--- config.mk ---
export PLATFORM = sky130hd
export DESIGN_NAME = serial_port
export DESIGN_NICKNAME = d
export VERILOG_FILES = /design/src/design/baud_tick.v /design/src/design/serial_port.v
export VERILOG_INCLUDE_DIRS = /design/src /design/src/shared
export SDC_FILE = /design/constraint.sdc
export NUM_CORES = 1
export LEC_CHECK = 0
export BUFFER_PORTS_ARGS = -buffer_cell sky130_fd_sc_hd__buf_2
export CAP_MARGIN = 20
export CORE_MARGIN = 3
export CORE_UTILIZATION = 52
export CTS_CLUSTER_SIZE = 8
export DETAILED_ROUTE_END_ITERATION = 8
export PLACE_DENSITY = 0.83
export SYNTH_ARGS = -nofsm -noshare
export SYNTH_HDL_FRONTEND = slang
export SYNTH_SLANG_ARGS = --single-unit
--- constraint.sdc ---
create_clock -name pclk -period 2.1 [get_ports pclk]
set_clock_uncertainty 0.05 [all_clocks]
set_input_delay 0.315 -clock pclk [delete_from_list [all_inputs] [get_ports pclk]]
set_output_delay 0.315 -clock pclk [all_outputs]
set_load 0.02 [all_outputs]
--- src/shared/serial_port_regs.vh ---
// Register map, field positions, reset values and timing counts of the serial port
`ifndef SERIAL_PORT_REGS_VH
`define SERIAL_PORT_REGS_VH

// ********************************************************
// Register offsets (byte addresses)
// ********************************************************
`define OFS_CONTROL_STATUS 12'h000
`define OFS_DATA_BUFFER 12'h004
`define OFS_IRQ_STATUS 12'h008
`define OFS_IRQ_MASK 12'h00C
`define OFS_BAUD_DIV 12'h010

// ********************************************************
// Control/status fields
// ********************************************************
`define BIT_FRAME_SIZE 7
`define BIT_MULTIPROC 5
`define BIT_RX_ENABLE 4
`define BIT_TX_NINTH 3
`define BIT_RX_NINTH 2
`define BIT_TX_DONE 1
`define BIT_RX_DONE 0

// Interrupt status / mask fields; busy bits are status only
`define IRQ_RX_DONE 0
`define IRQ_TX_DONE 1
`define STAT_TX_BUSY 2
`define STAT_RX_BUSY 3

// ********************************************************
// Reset values and timing
// ********************************************************
`define RST_IRQ_MASK 2'b00
`define RST_BAUD_DIV 16'h0004
`define OVERSAMPLE_LAST 4'hF
`define OVERSAMPLE_HALF 4'h7
`define LAST_IDX_8BIT 4'h8
`define LAST_IDX_9BIT 4'h9

`endif

--- src/design/baud_tick.v ---
// Oversampling tick generator for the serial port
`timescale 1ns/1ps
`default_nettype none
module baud_tick (
    input wire pclk,
    input wire presetn,
    input wire [15:0] divisor,
    output reg tick
);
    // ********************************************************
    // Divider: one tick every divisor+1 clocks
    // ********************************************************
    reg [15:0] count_r;

    always @(posedge pclk or negedge presetn) begin
        if (!presetn) begin
            count_r <= 16'h0000;
            tick <= 1'b0;
        end else if (count_r >= divisor) begin
            count_r <= 16'h0000;
            tick <= 1'b1;
        end else begin
            count_r <= count_r + 16'h0001;
            tick <= 1'b0;
        end
    end
endmodule // baud_tick
`default_nettype wire

--- src/design/serial_port.v ---
// Full-duplex 8/9-bit asynchronous serial port with APB registers
`timescale 1ns/1ps
`default_nettype none
`include "serial_port_regs.vh"
module serial_port (
    input wire pclk,
    input wire presetn,
    input wire psel,
    input wire penable,
    input wire pwrite,
    input wire [11:0] paddr,
    input wire [31:0] pwdata,
    output reg [31:0] prdata,
    output reg pready,
    output reg pslverr,
    input wire serial_rx_pin,
    output reg serial_tx_pin,
    output reg irq
);
    localparam TX_IDLE = 2'd0;
    localparam TX_DATA = 2'd1;
    localparam TX_STOP = 2'd2;
    localparam RX_IDLE = 2'd0;
    localparam RX_START = 2'd1;
    localparam RX_BITS = 2'd2;

    // ********************************************************
    // Software-visible state
    // ********************************************************
    reg frame_size_select_r;
    reg multiproc_enable_r;
    reg rx_enable_bit_r;
    reg tx_ninth_bit_r;
    reg rx_ninth_bit_r;
    reg tx_done_flag_r;
    reg rx_done_flag_r;
    reg [7:0] rx_buf_r;
    reg [1:0] irq_mask_r;
    reg [15:0] baud_div_r;

    reg [1:0] tx_state_r;
    reg [9:0] tx_shift_r;
    reg [3:0] tx_idx_r;
    reg [3:0] tx_phase_r;
    reg tx_frame9_r;

    reg [1:0] rx_state_r;
    reg [9:0] rx_bits_r;
    reg [3:0] rx_idx_r;
    reg [3:0] rx_phase_r;
    reg rx_frame9_r;
    reg rx_prev_r;

    wire tick;
    wire access;
    wire wr_en;
    wire wr_ctrl;
    wire wr_data;
    wire wr_irq;
    wire mapped;
    wire tx_start;
    wire tx_set;
    wire rx_set;
    wire tx_clr;
    wire rx_clr;
    wire rx_last_sample;
    wire rx_stop_val;
    wire rx_accept;
    wire [3:0] tx_last;
    wire [3:0] rx_last;
    wire wr_mask;
    wire wr_baud;
    wire tx_busy;
    wire rx_busy;
    wire tx_done_nxt;
    wire rx_done_nxt;
    wire [1:0] irq_mask_nxt;
    reg [31:0] rd_mux;

    baud_tick u_baud (
        .pclk(pclk),
        .presetn(presetn),
        .divisor(baud_div_r),
        .tick(tick)
    );

    // ********************************************************
    // APB slave: one wait-free access phase
    // ********************************************************
    assign access = psel & penable & pready;
    assign wr_en = access & pwrite;
    assign wr_ctrl = wr_en & (paddr == `OFS_CONTROL_STATUS);
    assign wr_data = wr_en & (paddr == `OFS_DATA_BUFFER);
    assign wr_irq = wr_en & (paddr == `OFS_IRQ_STATUS);
    // Strobes for the remaining writable registers
    assign wr_mask = wr_en & (paddr == `OFS_IRQ_MASK);
    assign wr_baud = wr_en & (paddr == `OFS_BAUD_DIV);
    assign mapped = (paddr == `OFS_CONTROL_STATUS) | (paddr == `OFS_DATA_BUFFER) |
                    (paddr == `OFS_IRQ_STATUS) | (paddr == `OFS_IRQ_MASK) |
                    (paddr == `OFS_BAUD_DIV);

    // Flags clear by writing one, through either register
    assign tx_clr = (wr_ctrl & pwdata[`BIT_TX_DONE]) | (wr_irq & pwdata[`IRQ_TX_DONE]);
    assign rx_clr = (wr_ctrl & pwdata[`BIT_RX_DONE]) | (wr_irq & pwdata[`IRQ_RX_DONE]);

    always @* begin
        rd_mux = 32'h0000_0000;
        case (paddr)
            `OFS_CONTROL_STATUS: begin
                rd_mux[`BIT_FRAME_SIZE] = frame_size_select_r;
                rd_mux[`BIT_MULTIPROC] = multiproc_enable_r;
                rd_mux[`BIT_RX_ENABLE] = rx_enable_bit_r;
                rd_mux[`BIT_TX_NINTH] = tx_ninth_bit_r;
                rd_mux[`BIT_RX_NINTH] = rx_ninth_bit_r;
                rd_mux[`BIT_TX_DONE] = tx_done_flag_r;
                rd_mux[`BIT_RX_DONE] = rx_done_flag_r;
            end
            `OFS_DATA_BUFFER: rd_mux[7:0] = rx_buf_r;
            `OFS_IRQ_STATUS: begin
                rd_mux[`IRQ_RX_DONE] = rx_done_flag_r;
                rd_mux[`IRQ_TX_DONE] = tx_done_flag_r;
                rd_mux[`STAT_TX_BUSY] = tx_busy;
                rd_mux[`STAT_RX_BUSY] = rx_busy;
            end
            `OFS_IRQ_MASK: rd_mux[1:0] = irq_mask_r;
            `OFS_BAUD_DIV: rd_mux[15:0] = baud_div_r;
            default: rd_mux = 32'h0000_0000;
        endcase
    end

    always @(posedge pclk or negedge presetn) begin
        if (!presetn) begin
            pready <= 1'b0;
            pslverr <= 1'b0;
            prdata <= 32'h0000_0000;
        end else begin
            // Answer registered in setup so outputs stay flop-driven
            pready <= psel & ~penable & ~pready;
            pslverr <= psel & ~penable & ~pready & ~mapped;
            if (psel & ~penable & ~pready & ~pwrite) begin
                prdata <= rd_mux;
            end
        end
    end

    // ********************************************************
    // Configuration registers
    // ********************************************************
    always @(posedge pclk or negedge presetn) begin
        if (!presetn) begin
            frame_size_select_r <= 1'b0;
            multiproc_enable_r <= 1'b0;
            rx_enable_bit_r <= 1'b0;
            tx_ninth_bit_r <= 1'b0;
            irq_mask_r <= `RST_IRQ_MASK;
            baud_div_r <= `RST_BAUD_DIV;
        end else begin
            if (wr_ctrl) begin
                frame_size_select_r <= pwdata[`BIT_FRAME_SIZE];
                multiproc_enable_r <= pwdata[`BIT_MULTIPROC];
                rx_enable_bit_r <= pwdata[`BIT_RX_ENABLE];
                tx_ninth_bit_r <= pwdata[`BIT_TX_NINTH];
            end
            if (wr_mask) begin
                irq_mask_r <= irq_mask_nxt;
            end
            if (wr_baud) begin
                baud_div_r <= pwdata[15:0];
            end
        end
    end

    // ********************************************************
    // Flags and interrupt
    // ********************************************************
    // Set beats a same-cycle clear; only software clears
    assign tx_done_nxt = tx_set | (tx_done_flag_r & ~tx_clr);
    assign rx_done_nxt = rx_set | (rx_done_flag_r & ~rx_clr);
    // Mask taken at its write edge, so masking drops irq with the access
    assign irq_mask_nxt = wr_mask ? pwdata[1:0] : irq_mask_r;

    always @(posedge pclk or negedge presetn) begin
        if (!presetn) begin
            tx_done_flag_r <= 1'b0;
            rx_done_flag_r <= 1'b0;
            irq <= 1'b0;
        end else begin
            tx_done_flag_r <= tx_done_nxt;
            rx_done_flag_r <= rx_done_nxt;
            irq <= (tx_done_nxt & irq_mask_nxt[`IRQ_TX_DONE]) |
                   (rx_done_nxt & irq_mask_nxt[`IRQ_RX_DONE]);
        end
    end

    // ********************************************************
    // Transmitter
    // ********************************************************
    // ********************************************************
    // Busy status
    // ********************************************************
    // Software polls these to pace data writes
    assign tx_busy = (tx_state_r != TX_IDLE);
    assign rx_busy = (rx_state_r != RX_IDLE);

    // Write while busy is dropped rather than corrupting the frame
    assign tx_start = wr_data & ~tx_busy;
    assign tx_last = tx_frame9_r ? `LAST_IDX_9BIT : `LAST_IDX_8BIT;
    assign tx_set = (tx_state_r == TX_DATA) & tick & (tx_phase_r == `OVERSAMPLE_LAST) &
                    (tx_idx_r == tx_last);

    always @(posedge pclk or negedge presetn) begin
        if (!presetn) begin
            tx_state_r <= TX_IDLE;
            tx_shift_r <= 10'h3FF;
            tx_idx_r <= 4'h0;
            tx_phase_r <= 4'h0;
            tx_frame9_r <= 1'b0;
            serial_tx_pin <= 1'b1;
        end else begin
            case (tx_state_r)
                TX_IDLE: begin
                    serial_tx_pin <= 1'b1;
                    if (tx_start) begin
                        // Start bit, LSB-first data, ninth bit
                        tx_shift_r <= {tx_ninth_bit_r, pwdata[7:0], 1'b0};
                        // Latched so a mode write mid-frame cannot tear it
                        tx_frame9_r <= frame_size_select_r;
                        tx_idx_r <= 4'h0;
                        tx_phase_r <= 4'h0;
                        serial_tx_pin <= 1'b0;
                        tx_state_r <= TX_DATA;
                    end
                end
                TX_DATA: begin
                    if (tick) begin
                        tx_phase_r <= tx_phase_r + 4'h1;
                        if (tx_phase_r == `OVERSAMPLE_LAST) begin
                            if (tx_idx_r == tx_last) begin
                                serial_tx_pin <= 1'b1;
                                tx_state_r <= TX_STOP;
                            end else begin
                                tx_idx_r <= tx_idx_r + 4'h1;
                                tx_shift_r <= {1'b1, tx_shift_r[9:1]};
                                serial_tx_pin <= tx_shift_r[1];
                            end
                        end
                    end
                end
                TX_STOP: begin
                    serial_tx_pin <= 1'b1;
                    if (tick) begin
                        tx_phase_r <= tx_phase_r + 4'h1;
                        if (tx_phase_r == `OVERSAMPLE_LAST) begin
                            tx_state_r <= TX_IDLE;
                        end
                    end
                end
                default: begin
                    tx_state_r <= TX_IDLE;
                    serial_tx_pin <= 1'b1;
                end
            endcase
        end
    end

    // ********************************************************
    // Receiver
    // ********************************************************
    assign rx_last = rx_frame9_r ? `LAST_IDX_9BIT : `LAST_IDX_8BIT;
    assign rx_last_sample = (rx_state_r == RX_BITS) & tick &
                            (rx_phase_r == `OVERSAMPLE_LAST) & (rx_idx_r == rx_last);
    // In 9-bit frames the multiprocessor check looks at the ninth bit
    assign rx_stop_val = rx_frame9_r ? rx_bits_r[8] : serial_rx_pin;
    // Full buffer rejects the new frame, so the first byte survives
    assign rx_accept = ~rx_done_flag_r & (~multiproc_enable_r | rx_stop_val);
    assign rx_set = rx_last_sample & rx_accept;

    always @(posedge pclk or negedge presetn) begin
        if (!presetn) begin
            rx_buf_r <= 8'h00;
            rx_ninth_bit_r <= 1'b0;
        end else if (rx_set) begin
            rx_buf_r <= rx_bits_r[7:0];
            // Ninth bit in 9-bit frames, stop bit otherwise
            rx_ninth_bit_r <= rx_frame9_r ? rx_bits_r[8] : serial_rx_pin;
        end
        // No load at all when rejected
    end

    always @(posedge pclk or negedge presetn) begin
        if (!presetn) begin
            rx_state_r <= RX_IDLE;
            rx_bits_r <= 10'h000;
            rx_idx_r <= 4'h0;
            rx_phase_r <= 4'h0;
            rx_frame9_r <= 1'b0;
            rx_prev_r <= 1'b1;
        end else begin
            rx_prev_r <= serial_rx_pin;
            case (rx_state_r)
                RX_IDLE: begin
                    // Falling edge of the idle-high line
                    if (rx_enable_bit_r & rx_prev_r & ~serial_rx_pin) begin
                        rx_state_r <= RX_START;
                        rx_phase_r <= 4'h0;
                        rx_idx_r <= 4'h0;
                        rx_frame9_r <= frame_size_select_r;
                    end
                end
                RX_START: begin
                    if (tick) begin
                        rx_phase_r <= rx_phase_r + 4'h1;
                        if (rx_phase_r == `OVERSAMPLE_HALF) begin
                            // Glitch shorter than half a bit is not a start
                            if (serial_rx_pin) begin
                                rx_state_r <= RX_IDLE;
                            end else begin
                                rx_phase_r <= 4'h0;
                                rx_state_r <= RX_BITS;
                            end
                        end
                    end
                end
                RX_BITS: begin
                    if (tick) begin
                        rx_phase_r <= rx_phase_r + 4'h1;
                        // A full bit after mid start lands mid bit
                        if (rx_phase_r == `OVERSAMPLE_LAST) begin
                            rx_bits_r[rx_idx_r] <= serial_rx_pin;
                            rx_idx_r <= rx_idx_r + 4'h1;
                            if (rx_idx_r == rx_last) begin
                                rx_state_r <= RX_IDLE;
                            end
                        end
                    end
                end
                default: rx_state_r <= RX_IDLE;
            endcase
        end
    end
endmodule // serial_port
`default_nettype wire

==> impl_metrics.env, run 1 <==
export IMPL_outcome="complete, but fails checks"
export IMPL_violations="negative setup slack"
export IMPL_dp_hpwl_um=9860
export IMPL_yosys_cell_types_count=64
export IMPL_path_cells="ha_1, nand2_1, o21ai_1, nor4_2, o31ai_2, buf_4, a211oi_2"
export IMPL_drt_initial_drc_count=374
export IMPL_cts_root_buf="clkbuf_16"
export IMPL_grt_pass1_vias=4686
export IMPL_use_met1_pct=28.9
export IMPL_grt_start_max_net_pins=43
export IMPL_pin_count=86
export IMPL_worstPathRequired_ns=2.32
export IMPL_period_minus_slack_ns=2.13
export IMPL_synth_seq_area_share_pct=46.6
export IMPL_total_power_mw=6.19
export IMPL_setup_viol_count_final=5
export IMPL_worstPathArrival_ns=2.34
export IMPL_finalSetupTns_ns=-0.0892
export IMPL_max_freq_mhz=470
export IMPL_p_int_mw=4.22
export IMPL_comb_power_share_pct=28.1
export IMPL_die_area_mm2=0.0128
export IMPL_rows=38
export IMPL_report_final_slew_viol_count=0
export IMPL_use_met2_pct=37.6
export IMPL_synth_edff_count=0
export IMPL_placed_area_mm2=0.00648
export IMPL_vias=4516
export IMPL_clk_pin_slew_ns=0.07
export IMPL_slowest_stage="dfrtp_1"
export IMPL_async_reset_ff_share_pct=100
export IMPL_h_tree_depth=3
export IMPL_synthCells=551
export IMPL_drive_gt1_share_pct=31.6
export IMPL_cts_tree="built"
export IMPL_antenna_found_initial=0
export IMPL_final_util_pct=62.9
export IMPL_use_met3_pct=4.39
export IMPL_slowest_delay_ns=0.46
export IMPL_power_switching_share_pct=31.9
export IMPL_power_density_mw_per_mm2=892
export IMPL_ys_ff_latch=111
export IMPL_grt_pass1_wl_um=22800
export IMPL_postSynthAreaPerCell_um2=10.9
export IMPL_ant_nets=0
export IMPL_yosysWarningCount=0
export IMPL_initial_core_util_pct=54.3
export IMPL_p_seq_share_pct=43.8
export IMPL_switchingPower_mw=1.97
export IMPL_fin_nets=707
export IMPL_irDropWorstVdd_mv=0.632
export IMPL_critPathLaunchType="flop"
export IMPL_drt_first_pass_iters=5
export IMPL_dieHeight_um=113
export IMPL_cts_buffers_inserted=9
export IMPL_p_leak_nw=3.15
export IMPL_grt_usage_pct=22.2
export IMPL_gp_congestion=0.864
export IMPL_hold_viol=0
export IMPL_grt_busiest_layer="met2"
export IMPL_ys_flop_type="dfrtp_1"
export IMPL_die_w_um=113
export IMPL_viasPerCell=5.87
export IMPL_p_clk_share_pct=28.1
export IMPL_clk_path_buf_depth=2
export IMPL_core_area_mm2=0.0110
export IMPL_overflow=0
export IMPL_routed_wl_um=14000
export IMPL_maxCapViolCount=0
export IMPL_fin_crit_sh_pct=101
export IMPL_antennaDiodeCount=0
export IMPL_fillers=788
export IMPL_clk_latency_ns=0.35
export IMPL_end_kind="flop"
export IMPL_port_buffers=53
export IMPL_cp_max_fo=8
export IMPL_final_area_mm2=0.00694
export IMPL_worstHoldPathType="input port to flop"
export IMPL_drc=0
export IMPL_worst_slack_ns=-0.0276
export IMPL_wire_per_inst_um=18.1
export IMPL_cts_sinks=111
export IMPL_area_delta_synth_final_pct=15.8
export IMPL_synthesis_area_mm2=0.00599
export IMPL_holdWs_ns=0.132
export IMPL_critPathKind="flop to flop"
==> Yosys cell counts (all sizes together) (5+ instances only) <==
cell type	instances	area (um2)
a21o	5	38.8
and2	6	37.5
xnor2	10	87.6
mux2	62	698
o31ai	12	90.1
nor3	12	65.1
inv	34	128
buf	21	163
ha	33	413
clkbuf	13	48.8
nor2	29	109
xor2	6	52.6
o21ai	24	128
and3	7	43.8
nand2	46	173
a221o	6	60.1
nor4	6	43.8
dfstp	12	315
mux2i	8	80.1
nand2b	6	37.5
a21oi	11	55.1
nand4	9	71.3
nand3	10	50.1
dfrtp	99	2480
a211oi	17	128
==> path summary, 6_finish.rpt <==
path / slack (ns) / to / cells past startpoint / from
setup / recovery: -0.03 / u_baud.count_r[5] / 7 / u_baud.count_r[7]
hold / removal: 0.13 / rx_prev_r / 1 / serial_rx_pin
setup reg to reg: -0.03 / u_baud.count_r[5] / 7 / u_baud.count_r[7]
hold reg to reg: 0.43 / tx_shift_r[9] / 2 / tx_shift_r[9]
max in group asynchronous: 0.98 / tx_shift_r[8] / 3 / presetn
min in group asynchronous: 0.40 / prdata[13] / 2 / presetn
==> kinds of logic after synthesis <==
group	synth area share, %
AND/OR/NAND/NOR	13.5
flip-flops	46.6
AO/OA/AOI/OAI	11.9
multiplexers	13.0
buffers and inverters	5.66
adder cells (fa/ha/maj)	6.89
XOR/XNOR	2.34
other	0.0626
==> placed cells by master (no fill, tap or decap), types with 4 or more instances in the layout <==
cell type	n
a21oi_1	10
a221o_1	6
xnor2_1	10
ha_1	31
nor3_1	11
buf_4	22
buf_2	52
nand3_1	10
clkbuf_16	9
inv_1	33
a211oi_2	10
nor2_1	29
a21o_1	4
dfstp_2	12
nor4_1	4
buf_12	4
mux2i_1	8
nand4_1	8
and3_1	7
a211oi_1	7
o31ai_1	11
dfrtp_1	99
mux2_2	62
nand2b_1	6
conb_1	16
nand2_1	46
o21ai_0	19
xor2_1	6
==> sequential cells by signal, indices dropped and copies added (netlist names), 2 cells and up <==
| signal | count |
|---|---|
| baud_div_r | 16 |
| irq_mask_r | 2 |
| u_baud.count_r | 16 |
| rx_state_r | 2 |
| rx_buf_r | 8 |
| tx_shift_r | 9 |
| rx_idx_r | 4 |
| tx_idx_r | 4 |
| tx_phase_r | 4 |
| prdata | 16 |
| tx_state_r | 2 |
| rx_bits_r | 9 |
| rx_phase_r | 4 |
==> per-layer routing <==
layer | wire length, um | vias to the layer above
met5 | 0 | -
met2 | 6970 | 152
met4 | 270 | 0
li1 | - | 2091
met1 | 5860 | 2251
met3 | 850 | 22
==> critical path, delay by kind of cell, from the launching register on <==
kind,cells,cell delay (ns)
DFF,1,0.46
and+or+nand+nor,2,0.50
adders and majority gates,1,0.32
buffers and inverters,1,0.22
AOI/OAI and AO/OA,3,0.50
==> power by group through the flow <==
stage	registers [mW]	logic, mW	clock network [mW]
after floorplan	2.69	1.25	0
after global placement	2.71	1.59	0
after detailed placement	2.74	1.70	0
after CTS	2.70	1.73	1.76
after global routing	2.75	1.95	1.85
final	2.71	1.74	1.74
==> timing repair <==
item | in CTS | in global routing
hold buffers | 1 | 0
endpoints found under the setup margin | 23 | 24
buffers inserted | 0 | 4
gates resized for setup | 2 | 22
pin swaps | 0 | 3
endpoints found under the hold margin | 22 | 0
gates cloned | 0 | 1
==> area by class of cell <==
cell class	instances	area (um2)	share of cell area [%]
repair buffers	81	538	7.75
flip-flops and latches	111	2790	40.3
inverters	34	131	1.89
multi-input cells	387	3000	43.3
clock buffers	10	229	3.30
clock inverters	6	68.8	0.992
well taps	140	175	2.52
==> metrics by stage <==
| stage | worst slack (ns) | std cells |
|---|---|---|
| floorplan | 0.0110 | 566 |
| global placement | 0.0330 | 747 |
| detailed placement | -0.0593 | 747 |
| CTS | 0.000888 | 764 |
| global route | -0.0900 | 769 |
| finish | -0.0276 | 769 |
(Power assumes the default switching activity.)
==> run 2: changes to the inputs <==
- ABC_AREA: default -> 1
- CORE_ASPECT_RATIO: default -> 1.75
- SYNTH_HIERARCHICAL: default -> 1
==> impl_metrics.env, run 2 <==
export IMPL_outcome="finished clean"
export IMPL_drt_initial_drc_count=264
export IMPL_p_int_mw=3.87
export IMPL_vias=5037
export IMPL_dp_hpwl_um=10200
export IMPL_synth_common_cells="198 x nand2_1, 99 x dfrtp_1, 75 x inv_1, 68 x nand3_1, 56 x nor2_1"
export IMPL_overflow=0
export IMPL_clk_pin_slew_ns=0.07
export IMPL_mostFrequentLayoutCells="198 x nand2_1, 99 x dfrtp_1, 75 x inv_1, 68 x nand3_1, 56 x nor2_1"
export IMPL_yosysMostFrequentCell="nand2_1"
export IMPL_synthesis_area_mm2=0.00618
export IMPL_slowest_stage="dfstp_2"
export IMPL_die_w_um=88.4
export IMPL_critPathLaunchType="flop"
export IMPL_postCtsSetupBuffers=0
export IMPL_p_seq_share_pct=43.5
export IMPL_synth_edff_count=0
export IMPL_synthCells=754
export IMPL_grt_usage_pct=21.9
export IMPL_area_delta_synth_final_pct=11.2
export IMPL_setup_viol_count_final=0
export IMPL_die_area_mm2=0.0133
export IMPL_use_met1_pct=25.4
export IMPL_worstPathRequired_ns=2.27
export IMPL_ff2ff_setup_slack_ns=0.21
export IMPL_power_switching_share_pct=34.0
export IMPL_postSynthAreaPerCell_um2=8.19
export IMPL_worst_slack_ns=0.209
export IMPL_end_kind="flop"
export IMPL_h_tree_depth=3
export IMPL_use_met3_pct=3.29
export IMPL_clk_path_buf_depth=2
export IMPL_startpoint="baud_div_r[2]"
export IMPL_use_met2_pct=39.1
export IMPL_yosys_area_top_type="dfrtp_1"
export IMPL_ant_nets=0
export IMPL_report_final_slew_viol_count=0
export IMPL_worstReg2RegStart="baud_div_r[2]"
export IMPL_gp_congestion=0.944
export IMPL_crit_path_frequent_cell="nand2_1"
export IMPL_yosys_cell_types_count=41
export IMPL_grt_pass1_wl_um=22700
export IMPL_max_freq_mhz=529
export IMPL_port_buffers=53
export IMPL_ys_flop_type="dfrtp_1"
export IMPL_path_cells="inv_1, ha_1, nand2_1, nor2_1, nor2_1, nand2_1, nand2_1, nand2_1, nand2_1, nand2_2, nor2_1"
export IMPL_fin_crit_sh_pct=90.0
export IMPL_final_common_cell="nand2_1"
export IMPL_dieHeight_um=150
export IMPL_switchingPower_mw=1.99
export IMPL_grt_pass1_vias=4853
export IMPL_worstHoldPathType="input port to flop"
export IMPL_yosys_area_top_type_share_pct=40.1
export IMPL_cts_sinks=111
export IMPL_slowest_delay_ns=0.57
export IMPL_clk_latency_ns=0.35
export IMPL_critPathKind="flop to flop"
export IMPL_irDropWorstVdd_mv=0.541
export IMPL_wire_per_inst_um=14.4
export IMPL_hold_buffers=1
export IMPL_p_leak_nw=3.53
export IMPL_period_minus_slack_ns=1.89
export IMPL_maxCapViolCount=0
export IMPL_drc=0
export IMPL_finalSetupTns_ns=0
export IMPL_yosysWarningCount=6
export IMPL_crit_end="u_baud/count_r[12]"
export IMPL_grt_busiest_layer="met2"
export IMPL_cp_max_fo=17
export IMPL_power_density_mw_per_mm2=853
export IMPL_cts_buffers_inserted=9
export IMPL_drt_first_pass_iters=7
export IMPL_rsz0062_at_grt="no"
export IMPL_routed_wl_um=13700
export IMPL_largestRegisters="baud_div_r x16, prdata x16, u_baud/count_r x16"
export IMPL_cts_root_buf="clkbuf_16"
export IMPL_initial_core_util_pct=53.3
export IMPL_pin_count=86
export IMPL_comb_power_share_pct=26.2
export IMPL_cts_tree="built"
export IMPL_antennaDiodeCount=0
export IMPL_rr_worst_depth=11
export IMPL_hold_viol=0
export IMPL_fin_nets=893
export IMPL_reg2reg_to="u_baud/count_r[12]"
export IMPL_antenna_found_initial=0
export IMPL_synth_seq_area_share_pct=45.2
export IMPL_cts_resized=0
export IMPL_pre_cts_slack_ns=0.238
export IMPL_drive_gt1_share_pct=18.1
export IMPL_async_reset_ff_share_pct=100
export IMPL_yosys_top_cells_area="dfrtp_1 40%, nand2_1 12%, ha_1 6.5%"
export IMPL_p_clk_share_pct=30.3
export IMPL_ys_ff_latch=111
export IMPL_rows=52
export IMPL_viasPerCell=5.30
export IMPL_worstPathArrival_ns=2.06
export IMPL_grt_start_max_net_pins=43
export IMPL_core_area_mm2=0.0116
-- run 2: cell count changes in the layout (fill, tap and decap cells not counted), sizes merged, moves of 17 or more --
cell and delta:
mux2 -61, nand2 +170, buf -17, o21ai +51
nand3 +61, a211oi -17, inv +43, nor2 +39
-- run 2: stage by stage --
stage	instance area, um2	instances	hold WS, ns	power [mW]	utilization (%)
floorplan	6230	769	-0.0306	3.80	-
global placement	6550	934	0.221	4.06	56.6
detailed placement	6550	934	0.231	4.11	56.6
CTS	6870	951	0.0365	5.90	59.3
global route	6870	951	0.0395	6.22	59.3
finish	6870	951	0.0513	5.86	59.3
-- run 2: worst min path at each step --
stage	from	endpoint	depth (start not counted)
floorplan	presetn	baud_div_r[0]	0
global placement	presetn	u_baud/count_r[11]	1
detailed placement	presetn	u_baud/count_r[11]	1
CTS	serial_rx_pin	rx_prev_r	1
global route	serial_rx_pin	rx_prev_r	1
finish	serial_rx_pin	rx_prev_r	1
-- run 2: kinds of logic (layout without fill, tap and decap cells) --
logic type / Yosys count / in the layout / synth area share [%]
AOI/OAI and AO/OA: 99 / 99 / 9.16
muxes: 1 / 1 / 0.182
xor gates and xnor gates: 19 / 19 / 2.69
buffers and inverters: 110 / 157 / 8.18
DFF: 111 / 111 / 45.2
other: 1 / 16 / 0.0607
adders and majority gates: 32 / 32 / 6.48
and+or+nand+nor: 381 / 381 / 28.0
-- run 2: power by group through the flow --
stage | clock, mW | combinational, mW | sequential, mW
2_1_floorplan | 0 | 1.24 | 2.56
3_3_place_gp | 0 | 1.48 | 2.58
3_5_place_dp | 0 | 1.52 | 2.59
4_1_cts | 1.81 | 1.54 | 2.55
5_1_grt | 1.87 | 1.77 | 2.58
6_report | 1.78 | 1.54 | 2.55
-- run 2: cell type report --
type,count,area [um2]
repair buffers,64,378
multi-input cells,548,2940
clock buffers,10,239
inverters,77,289
fillers,1005,4710
clock inverters,6,68.8
well taps,135,169
flip-flops and latches,111,2790
-- run 2: routing by layer --
metal	up-vias	part of all wire (%)
met1	2352	39
li1	2513	-
met2	141	54
met3	31	4.0
met5	-	0
met4	0	3.1
-- run 2: worst max-delay path: cells and delay by family, from the launching register on --
| kind | cells | cell delay (ns) |
|---|---|---|
| adder cells (fa/ha/maj) | 1 | 0.27 |
| buffers and inverters | 1 | 0.05 |
| flip-flops | 1 | 0.57 |
| AND/OR/NAND/NOR | 9 | 0.82 |
